`config.mk`:
```
export PLATFORM = sky130hd
export DESIGN_NAME = harvest_measure_sleep_regs
export DESIGN_NICKNAME = d
export VERILOG_FILES = /design/src/pkg/harvest_pkg.sv /design/src/design/pulse_counter.sv /design/src/design/harvest_measure_sleep_regs.sv
export SDC_FILE = /design/constraint.sdc
export NUM_CORES = 1
export LEC_CHECK = 0
export ABC_AREA = 1
export BUFFER_PORTS_ARGS = -buffer_cell sky130_fd_sc_hd__buf_2
export CORE_MARGIN = 8
export CORE_UTILIZATION = 58
export DETAILED_ROUTE_END_ITERATION = 8
export PLACE_DENSITY = 0.8
export SLEW_MARGIN = 40
export SYNTH_ARGS = -nofsm -noshare
export SYNTH_HDL_FRONTEND = slang
export SYNTH_HIERARCHICAL = 1
export SYNTH_SLANG_ARGS = --single-unit
```
`constraint.sdc`:
```
create_clock -name clk_i -period 2.12 [get_ports clk_i]
set_input_delay 0.424 -clock clk_i [delete_from_list [all_inputs] [get_ports clk_i]]
set_output_delay 0.424 -clock clk_i [all_outputs]
set_load 0.005 [all_outputs]
```
`src/pkg/harvest_pkg.sv`:
```
// Constants, types and helpers shared by the harvest register block
package harvest_pkg;

  localparam int BYTE_W = 8;
  localparam int CNT_W = 16;
  localparam int TICK_W = 9;

  // Register offsets
  localparam logic [7:0] ADDR_OC_RESULT = 8'h09;
  localparam logic [7:0] ADDR_CNT_HIGH = 8'h0A;
  localparam logic [7:0] ADDR_CNT_LOW = 8'h0B;
  localparam logic [7:0] ADDR_SLEEP_THD = 8'h0C;

  // Reset values, counter saturation and step
  localparam logic [7:0] OC_RESULT_RESET = 8'h1D;
  localparam logic [7:0] SLEEP_THD_RESET = 8'h00;
  localparam logic [15:0] CNT_RESET = 16'h0000;
  localparam logic [15:0] CNT_SATURATED = 16'hFFFF;
  localparam logic [15:0] CNT_STEP = 16'h0001;
  localparam logic [7:0] RDATA_UNMAPPED = 8'h00;

  // Automatic measurement period codes
  localparam logic [1:0] PERIOD_64 = 2'b00;
  localparam logic [1:0] PERIOD_128 = 2'b01;
  localparam logic [1:0] PERIOD_256 = 2'b10;
  localparam logic [1:0] PERIOD_OFF = 2'b11;
  localparam logic [8:0] TICKS_64 = 9'h040;
  localparam logic [8:0] TICKS_128 = 9'h080;
  localparam logic [8:0] TICKS_256 = 9'h100;
  localparam logic [8:0] TICK_STEP = 9'h001;
  localparam logic [8:0] TICK_ZERO = 9'h000;

  // Register port request from the serial engine
  typedef struct packed {
    logic wr;
    logic rd;
    logic [7:0] addr;
    logic [7:0] wdata;
  } reg_req_t;

  typedef enum logic [1:0] {
    MS_IDLE = 2'b01,
    MS_BUSY = 2'b10
  } meas_state_t;

  // Last tick index of one automatic period
  function automatic logic [8:0] period_last(input logic [1:0] code);
    logic [8:0] n;
    n = TICKS_64;
    case (code)
      PERIOD_64: n = TICKS_64;
      PERIOD_128: n = TICKS_128;
      PERIOD_256: n = TICKS_256;
      default: n = TICKS_64;
    endcase
    return n - TICK_STEP;
  endfunction

endpackage

```
`src/design/pulse_counter.sv`:
```
// Saturating counter of boost switch-node pulses
`timescale 1ns/1ps
`default_nettype none
module pulse_counter #(
  parameter int WIDTH = 16
) (
  // Clock and reset
  input wire logic clk_i,
  input wire logic rst_n_i,
  // Control
  input wire logic pulse_i,
  input wire logic freeze_i,
  // Result
  output logic [WIDTH-1:0] count_o,
  output logic update_o
);
  import harvest_pkg::*;

  logic [WIDTH-1:0] count_r;
  logic [WIDTH-1:0] count_nxt;
  logic update_r;
  logic update_nxt;

  always_comb
  begin
    count_nxt = count_r;
    update_nxt = 1'b0;
    if (pulse_i && !freeze_i)
    begin
      update_nxt = 1'b1;
      if (count_r != WIDTH'(CNT_SATURATED))
      begin
        count_nxt = count_r + WIDTH'(CNT_STEP);
      end
    end
  end

  always_ff @(posedge clk_i or negedge rst_n_i)
  begin
    if (!rst_n_i)
    begin
      count_r <= WIDTH'(CNT_RESET);
      update_r <= 1'b0;
    end
    else
    begin
      count_r <= count_nxt;
      update_r <= update_nxt;
    end
  end

  assign count_o = count_r;
  assign update_o = update_r;

  saturate_hold_a:
  assert property (@(posedge clk_i) disable iff (!rst_n_i)
    count_r == WIDTH'(CNT_SATURATED) |=> count_r == WIDTH'(CNT_SATURATED))
  else $error("pulse counter wrapped after saturation");

  freeze_hold_a:
  assert property (@(posedge clk_i) disable iff (!rst_n_i)
    freeze_i |=> $stable(count_r))
  else $error("pulse counter moved while frozen");

endmodule
`default_nettype wire

```
`src/design/harvest_measure_sleep_regs.sv`:
```
// Open-circuit result, pulse count and sleep control registers
//
// Behaviour
// - Hold latest 8-bit open-circuit result code.
// - Reading result has no side effect.
// - Host write replaces measured result value.
// - Result below default halts boost, sleeps.
// - Measured or written result not below default ends result sleep.
// - High count byte readable, read only.
// - Low count byte readable, read only.
// - Count valid only above wake threshold.
// - Counter saturates at all ones.
// - Counter frozen while sleeping.
// - Count threshold forces sleep until measurement.
// - Zero threshold disables count sleep.
// - Threshold readable, compares the high count byte.
// - Force bit starts measurement, self-clears.
// - Period codes give 64/128/256 or off.
`timescale 1ns/1ps
`default_nettype none
module harvest_measure_sleep_regs (
  // Clock and reset
  input wire logic clk_i,
  input wire logic rst_n_i,
  // Register port
  input wire harvest_pkg::reg_req_t reg_req_i,
  output logic [7:0] reg_rdata_o,
  output logic reg_rvalid_o,
  // Measurement control
  input wire logic force_measure_i,
  input wire logic [1:0] period_code_i,
  input wire logic meas_time_tick_i,
  input wire logic measure_done_i,
  input wire logic [7:0] measure_code_i,
  output logic measure_start_o,
  output logic force_pending_o,
  // Converter pins
  input wire logic switch_node_i,
  input wire logic system_above_wake_i,
  output logic sleep_o,
  output logic count_valid_o
);
  import harvest_pkg::*;

  meas_state_t state_r;
  meas_state_t state_nxt;
  logic [8:0] tick_cnt_r;
  logic [8:0] tick_cnt_nxt;
  logic force_pend_r;
  logic force_pend_nxt;
  logic auto_pend_r;
  logic auto_pend_nxt;
  logic start_r;
  logic start_nxt;
  logic auto_fire;
  logic [7:0] oc_result_r;
  logic [7:0] oc_result_nxt;
  logic [7:0] thd_r;
  logic [7:0] thd_nxt;
  logic low_sleep_r;
  logic low_sleep_nxt;
  logic count_sleep_r;
  logic count_sleep_nxt;
  logic sleep_r;
  logic sleep_nxt;
  logic [7:0] rdata_r;
  logic [7:0] rdata_nxt;
  logic rvalid_r;
  logic [2:0] sw_sync_r;
  logic [1:0] wake_sync_r;
  logic valid_r;
  logic meas_done;
  logic res_write;
  logic [15:0] count;
  logic count_upd;

  // Only the second stage feeds logic; third stage is the edge memory
  always_ff @(posedge clk_i or negedge rst_n_i)
  begin
    if (!rst_n_i)
    begin
      sw_sync_r <= 3'h0;
      wake_sync_r <= 2'h0;
    end
    else
    begin
      sw_sync_r <= {sw_sync_r[1:0], switch_node_i};
      wake_sync_r <= {wake_sync_r[0], system_above_wake_i};
    end
  end

  pulse_counter #(
    .WIDTH(CNT_W)
  ) u_count (
    .clk_i(clk_i),
    .rst_n_i(rst_n_i),
    .pulse_i(sw_sync_r[1] && !sw_sync_r[2]),
    .freeze_i(sleep_r),
    .count_o(count),
    .update_o(count_upd)
  );

  assign meas_done = (state_r == MS_BUSY) && measure_done_i;
  assign res_write = reg_req_i.wr && (reg_req_i.addr == ADDR_OC_RESULT);

  // Measurement sequencing
  always_comb
  begin
    state_nxt = state_r;
    tick_cnt_nxt = tick_cnt_r;
    auto_fire = 1'b0;
    start_nxt = 1'b0;
    // period count, code 11 stops it
    if (period_code_i == PERIOD_OFF)
    begin
      tick_cnt_nxt = TICK_ZERO;
    end
    else if (meas_time_tick_i)
    begin
      if (tick_cnt_r >= period_last(period_code_i))
      begin
        tick_cnt_nxt = TICK_ZERO;
        auto_fire = 1'b1;
      end
      else
      begin
        tick_cnt_nxt = tick_cnt_r + TICK_STEP;
      end
    end
    case (state_r)
      MS_IDLE:
      begin
        if (force_pend_r || auto_pend_r)
        begin
          start_nxt = 1'b1;
          state_nxt = MS_BUSY;
        end
      end
      MS_BUSY:
      begin
        if (measure_done_i)
        begin
          state_nxt = MS_IDLE;
        end
      end
      default: state_nxt = MS_IDLE;
    endcase
    // force request clears itself at start; a new request wins
    force_pend_nxt = force_measure_i || (force_pend_r && !start_nxt);
    auto_pend_nxt = auto_fire || (auto_pend_r && !start_nxt);
  end

  always_ff @(posedge clk_i or negedge rst_n_i)
  begin
    if (!rst_n_i)
    begin
      state_r <= MS_IDLE;
      tick_cnt_r <= TICK_ZERO;
      force_pend_r <= 1'b0;
      auto_pend_r <= 1'b0;
      start_r <= 1'b0;
    end
    else
    begin
      state_r <= state_nxt;
      tick_cnt_r <= tick_cnt_nxt;
      force_pend_r <= force_pend_nxt;
      auto_pend_r <= auto_pend_nxt;
      start_r <= start_nxt;
    end
  end

  // Result, threshold and sleep state
  always_comb
  begin
    oc_result_nxt = oc_result_r;
    thd_nxt = thd_r;
    low_sleep_nxt = low_sleep_r;
    count_sleep_nxt = count_sleep_r;
    // measured code stored; measurement beats a colliding write
    if (meas_done)
    begin
      oc_result_nxt = measure_code_i;
    end
    // collision with a pending measurement left to the host
    else if (res_write)
    begin
      oc_result_nxt = reg_req_i.wdata;
    end
    // written or measured result not below default ends low sleep
    if (meas_done || res_write)
    begin
      low_sleep_nxt = (oc_result_nxt < OC_RESULT_RESET);
    end
    if (reg_req_i.wr && (reg_req_i.addr == ADDR_SLEEP_THD))
    begin
      thd_nxt = reg_req_i.wdata;
    end
    // count sleep lasts until next measurement
    if (meas_done)
    begin
      count_sleep_nxt = 1'b0;
    end
    // upper byte below threshold at update
    else if (count_upd && !sleep_r && (thd_r != SLEEP_THD_RESET) &&
             (count[15:8] < thd_r))
    begin
      count_sleep_nxt = 1'b1;
    end
    sleep_nxt = low_sleep_nxt || count_sleep_nxt;
  end

  always_ff @(posedge clk_i or negedge rst_n_i)
  begin
    if (!rst_n_i)
    begin
      oc_result_r <= OC_RESULT_RESET;
      thd_r <= SLEEP_THD_RESET;
      low_sleep_r <= 1'b0;
      count_sleep_r <= 1'b0;
      sleep_r <= 1'b0;
    end
    else
    begin
      oc_result_r <= oc_result_nxt;
      thd_r <= thd_nxt;
      low_sleep_r <= low_sleep_nxt;
      count_sleep_r <= count_sleep_nxt;
      sleep_r <= sleep_nxt;
    end
  end

  // Read path; reads change nothing but the read data and read valid
  always_comb
  begin
    rdata_nxt = rdata_r;
    if (reg_req_i.rd)
    begin
      // count bytes have no write path
      case (reg_req_i.addr)
        ADDR_OC_RESULT: rdata_nxt = oc_result_r;
        ADDR_CNT_HIGH: rdata_nxt = count[15:8];
        ADDR_CNT_LOW: rdata_nxt = count[7:0];
        ADDR_SLEEP_THD: rdata_nxt = thd_r;
        default: rdata_nxt = RDATA_UNMAPPED;
      endcase
    end
  end

  always_ff @(posedge clk_i or negedge rst_n_i)
  begin
    if (!rst_n_i)
    begin
      rdata_r <= RDATA_UNMAPPED;
      rvalid_r <= 1'b0;
      valid_r <= 1'b0;
    end
    else
    begin
      rdata_r <= rdata_nxt;
      rvalid_r <= reg_req_i.rd;
      // count flagged valid above wake threshold only
      valid_r <= wake_sync_r[1] && !sleep_nxt;
    end
  end

  assign reg_rdata_o = rdata_r;
  assign reg_rvalid_o = rvalid_r;
  assign measure_start_o = start_r;
  assign force_pending_o = force_pend_r;
  assign sleep_o = sleep_r;
  assign count_valid_o = valid_r;

  read_no_effect_a:
  assert property (@(posedge clk_i) disable iff (!rst_n_i)
    reg_req_i.rd && !reg_req_i.wr && !meas_done && !force_measure_i &&
    !force_pend_r && !auto_pend_r |=> $stable(oc_result_r) && !start_r && !force_pend_r)
  else $error("result read disturbed state");

  write_override_a:
  assert property (@(posedge clk_i) disable iff (!rst_n_i)
    res_write && !meas_done |=> oc_result_r == $past(reg_req_i.wdata))
  else $error("host write did not replace result");

  low_sleep_entry_a:
  assert property (@(posedge clk_i) disable iff (!rst_n_i)
    meas_done && (measure_code_i < OC_RESULT_RESET) |=> sleep_r && sleep_o)
  else $error("low result did not enter sleep");

  sleep_exit_a:
  assert property (@(posedge clk_i) disable iff (!rst_n_i)
    meas_done && (measure_code_i >= OC_RESULT_RESET) |=> !sleep_r)
  else $error("measurement did not end sleep");

  count_byte_read_a:
  assert property (@(posedge clk_i) disable iff (!rst_n_i)
    reg_req_i.rd && reg_req_i.addr == ADDR_CNT_HIGH |=> reg_rdata_o == $past(count[15:8]))
  else $error("high count byte read wrong");

  count_sleep_entry_a:
  assert property (@(posedge clk_i) disable iff (!rst_n_i)
    count_upd && !sleep_r && thd_r != SLEEP_THD_RESET && count[15:8] < thd_r && !meas_done
    |=> count_sleep_r && sleep_r)
  else $error("count threshold did not enter sleep");

  zero_thd_off_a:
  assert property (@(posedge clk_i) disable iff (!rst_n_i)
    thd_r == SLEEP_THD_RESET && !count_sleep_r |=> !count_sleep_r)
  else $error("count sleep with zero threshold");

  force_start_a:
  assert property (@(posedge clk_i) disable iff (!rst_n_i)
    force_measure_i && state_r == MS_IDLE |-> ##[1:2] measure_start_o)
  else $error("forced measurement did not start");

  period_off_a:
  assert property (@(posedge clk_i) disable iff (!rst_n_i)
    period_code_i == PERIOD_OFF && !force_pend_r && !auto_pend_r |=> !measure_start_o)
  else $error("automatic measurement while disabled");

endmodule
`default_nettype wire

```
==> reports/metrics.json <==
{
  "floorplan.rows": {"value": 29},
  "clock_skew": {"value": 0.00825, "unit": "ns"},
  "die_h": {"value": 96.3, "unit": "um"},
  "power.ir.vdd_worst": {"value": 0.630, "unit": "mV"},
  "arrival": {"value": 2.13, "unit": "ns"},
  "via_count": {"value": 3325},
  "timing.max_cap.violations": {"value": 0},
  "cp.required": {"value": 2.37, "unit": "ns"},
  "stdcell_count": {"value": 621},
  "clock_tree_from_tritoncts": {"value": "done"},
  "grt_overflow": {"value": 0},
  "async_flop_share": {"value": 100, "unit": "%"},
  "synth-seq-cells": {"value": 65},
  "antenna_violating_nets_left": {"value": 0},
  "element_type_at_the_critical_path_start": {"value": "input pin"},
  "total_power_divided_by_cell_area": {"value": 825, "unit": "nW/um^2"},
  "max_slew_margin": {"value": 71.0, "unit": "%"},
  "synth_compound_gate_area_share": {"value": 9.88, "unit": "%"},
  "drt_first_pass_iters": {"value": 5},
  "gpl.final_weighted_congestion": {"value": 0.897},
  "place_worst_setup_slack": {"value": -0.117, "unit": "ns"},
  "first_global_vias": {"value": 3191},
  "top_level_ports": {"value": 48},
  "period_minus_slack": {"value": 1.87, "unit": "ns"},
  "postLayoutSetupSlackWorst": {"value": 0.247, "unit": "ns"},
  "clock_tree.root_cell": {"value": "sky130_fd_sc_hd__clkbuf_8"},
  "dpl_cell_area": {"value": 4090, "unit": "um^2"},
  "tightestPinTransition": {"value": 0.434, "unit": "ns"},
  "portion_of_the_clock_cycle_consumed_by_the_worst_path_in_the_final_layout": {"value": 88.3, "unit": "%"},
  "synth_fa_ha_area_share": {"value": 5.02, "unit": "%"},
  "starting_utilization_of_the_core_area": {"value": 59.5, "unit": "%"},
  "insertion_delay": {"value": 0.34, "unit": "ns"},
  "mapped_nets": {"value": 530},
  "grt_first_pass_wirelength": {"value": 14500, "unit": "um"},
  "worst_setup_path_end_kind": {"value": "flip-flop"},
  "hold_violations": {"value": 0},
  "final_antenna_diode_count": {"value": 0},
  "total_leakage_power": {"value": 2.15, "unit": "nW"},
  "synth_xor_xnor_area_share": {"value": 1.64, "unit": "%"},
  "grt_util_all_layers": {"value": 20.0, "unit": "%"},
  "cell_variety_after_synth": {"value": 37},
  "design.final.nets": {"value": 589},
  "post_cts_resize_count": {"value": 0},
  "cts_buf_count": {"value": 9},
  "port_buf_inserts": {"value": 47},
  "initialDrtViolationCount": {"value": 224},
  "synth_top_family_by_area": {"value": "simple AND/OR/NAND/NOR gates"},
  "synth-edff-count": {"value": 0},
  "clock_sink_count": {"value": 65},
  "critPathMaxFanout": {"value": 4},
  "stdcell_area": {"value": 4290, "unit": "um^2"},
  "rsz_0062_raised_after_global_routing": {"value": "no"},
  "detail_route.wl_per_cell": {"value": 13.7, "unit": "um"},
  "path_class": {"value": "in2reg"},
  "achievable-frequency": {"value": 534, "unit": "MHz"},
  "share_of_final_layout_standard_cells_stronger_than_drive_strength_1": {"value": 21.3, "unit": "%"},
  "number_of_fill_cells_in_the_layout": {"value": 534},
  "dominant_register_cell_in_the_synthesized_netlist": {"value": "sky130_fd_sc_hd__dfrtp_1"},
  "synth-simple-area-share": {"value": 30.4, "unit": "%"},
  "yosysSeqAreaShare": {"value": 43.7, "unit": "%"},
  "timing_max_transition_violations_final": {"value": 0},
  "area.growth.synth_to_final": {"value": 14.9, "unit": "%"},
  "routed_wl": {"value": 8500, "unit": "um"},
  "core-area": {"value": 6280, "unit": "um^2"},
  "clock_path_buffers": {"value": 2},
  "largest_net_degree_at_the_start_of_global_routing": {"value": 66},
  "min-delay-path-class": {"value": "in2async"},
  "chipWidth": {"value": 96.3, "unit": "um"},
  "final-setup-viol-count": {"value": 0},
  "placed_cells": {"value": 605},
  "dp.final_hpwl": {"value": 6430, "unit": "um"},
  "antenna_found_initial": {"value": 0},
  "mappedNetlistArea": {"value": 3740, "unit": "um^2"},
  "syn-mean-instance-area": {"value": 7.79, "unit": "um^2"},
  "ys_warn_count": {"value": 6},
  "ctsHtreeMaxLevel": {"value": 3},
  "worst_path_clk_slew": {"value": 0.08, "unit": "ns"},
  "drc_errors": {"value": 0},
  "die_area": {"value": 9270, "unit": "um^2"},
  "yosys-mux-area-fraction": {"value": 0, "unit": "%"},
  "post_cts_buffers": {"value": 0},
  "finalPower": {"value": 3.54, "unit": "mW"},
  "outcome": {"value": "finished, final reports clean"},
  "postSynthCellCount": {"value": 480},
  "detail_route.vias_per_cell": {"value": 5.35},
  "cts_hold_repair.buffers": {"value": 0}
}
## layout make-up
cell class	count	area, um^2	area share, %
Clock buffer	9	124	2.88
Clock inverter	7	80.1	1.86
Inverter	83	313	7.28
Multi-Input combinational cell	327	1760	40.9
Sequential cell	65	1630	38.0
Tap cell	77	96.3	2.24
Timing Repair Buffer	53	293	6.82
## cells in the mapped netlist (2+ instances only)
master	instances	share of area, %
sky130_fd_sc_hd__nor2_4	6	1.8
sky130_fd_sc_hd__nand2_1	123	12
sky130_fd_sc_hd__nand3b_1	3	0.60
sky130_fd_sc_hd__inv_2	3	0.30
sky130_fd_sc_hd__or2_2	6	1.0
sky130_fd_sc_hd__dfstp_2	5	3.5
sky130_fd_sc_hd__o21ai_0	31	4.2
sky130_fd_sc_hd__dfrtp_1	60	40
sky130_fd_sc_hd__nand2_2	5	0.84
sky130_fd_sc_hd__nand3_1	28	3.7
sky130_fd_sc_hd__o22ai_1	9	1.5
sky130_fd_sc_hd__o21ai_1	5	0.67
sky130_fd_sc_hd__nand4_1	10	1.7
sky130_fd_sc_hd__nor2_1	35	3.5
sky130_fd_sc_hd__buf_2	2	0.27
sky130_fd_sc_hd__a21oi_1	12	1.6
sky130_fd_sc_hd__ha_1	15	5.0
sky130_fd_sc_hd__nor4_1	2	0.33
sky130_fd_sc_hd__xnor2_1	3	0.70
sky130_fd_sc_hd__nand2_4	3	0.90
sky130_fd_sc_hd__xor2_1	4	0.94
sky130_fd_sc_hd__nand3_2	6	1.6
sky130_fd_sc_hd__buf_6	2	0.60
sky130_fd_sc_hd__a22o_1	2	0.47
sky130_fd_sc_hd__nor2_2	10	1.7
sky130_fd_sc_hd__inv_1	79	7.9
## final timing paths
path / cells past startpoint / endpoint / startpoint / slack, ns
worst max-delay path: 12 / tick_cnt_r[6] / period_code_i[0] / 0.25
worst min-delay path: 2 / reg_rdata_o[0] / rst_n_i / 0.06
worst max register to register: 8 / tick_cnt_r[6] / tick_cnt_r[8] / 0.25
worst min register to register: 0 / sw_sync_r[1] / sw_sync_r[0] / 0.36
max in group asynchronous: 2 / state_r[0] / rst_n_i / 1.72
min in group clk_i: 1 / sw_sync_r[0] / switch_node_i / 0.18
## report_power, final
| part | internal, mW | total, mW | switching, mW |
|---|---|---|---|
| logic | 0.310 | 0.785 | 0.476 |
| clock network | 0.552 | 1.08 | 0.524 |
| registers | 1.50 | 1.68 | 0.183 |
## kinds of logic after synthesis
kind of cell | count (synthesis)
AOI/OAI and AO/OA | 66
xor gates and xnor gates | 7
adders and majority gates | 15
buffers and inverters | 88
DFF | 65
and+or+nand+nor | 239
## placed cells by master (no fill, tap or decap), types with 6 or more instances in the layout
cell type / n
sky130_fd_sc_hd__a21oi_1: 12
sky130_fd_sc_hd__o21ai_0: 31
sky130_fd_sc_hd__nor2_4: 6
sky130_fd_sc_hd__nand2_1: 123
sky130_fd_sc_hd__buf_2: 47
sky130_fd_sc_hd__nand4_1: 10
sky130_fd_sc_hd__inv_1: 79
sky130_fd_sc_hd__clkbuf_8: 9
sky130_fd_sc_hd__o22ai_1: 9
sky130_fd_sc_hd__dfrtp_1: 60
sky130_fd_sc_hd__nor2_1: 35
sky130_fd_sc_hd__nand3_1: 28
sky130_fd_sc_hd__nand3_2: 6
sky130_fd_sc_hd__nor2_2: 10
sky130_fd_sc_hd__ha_1: 15
sky130_fd_sc_hd__or2_2: 6
## critical path: stages
cell,delay (ns)
sky130_fd_sc_hd__buf_2,0.11
sky130_fd_sc_hd__inv_1,0.05
sky130_fd_sc_hd__ha_1,0.16
sky130_fd_sc_hd__nand2_1,0.06
sky130_fd_sc_hd__ha_1,0.31
sky130_fd_sc_hd__nand2_1,0.11
sky130_fd_sc_hd__inv_1,0.04
sky130_fd_sc_hd__a221oi_1,0.26
sky130_fd_sc_hd__nand3_1,0.15
sky130_fd_sc_hd__nor2_2,0.15
sky130_fd_sc_hd__inv_1,0.10
sky130_fd_sc_hd__o31ai_1,0.19
## layer usage
metal	global-route usage (%)	wire length, um
met3	5.23	513
met5	0	0
met1	24.8	3660
met4	8.58	144
met2	32.3	4180
## flip-flops by register name (all words and copies together), names as in the netlist
name / flops
low_sleep_r: 1
sw_sync_r: 3
wake_sync_r: 2
force_pending_o: 1
count_valid_o: 1
reg_rdata_o: 8
measure_start_o: 1
reg_rvalid_o: 1
thd_r: 8
u_count/update_o: 1
state_r: 2
sleep_o: 1
u_count/count_o: 16
oc_result_r: 8
count_sleep_r: 1
auto_pend_r: 1
tick_cnt_r: 9
## per-stage QoR
step,utilization (%),setup TNS [ns],hold slack (ns)
finish,68.4,0,0.0618
global route,68.4,0,0.0919
CTS,68.4,0,0.0953
detailed placement,65.2,-0.317,0.338
global placement,65.2,0,0.333
floorplan,-,0,0.128
Power figures use the tool's default switching activity.
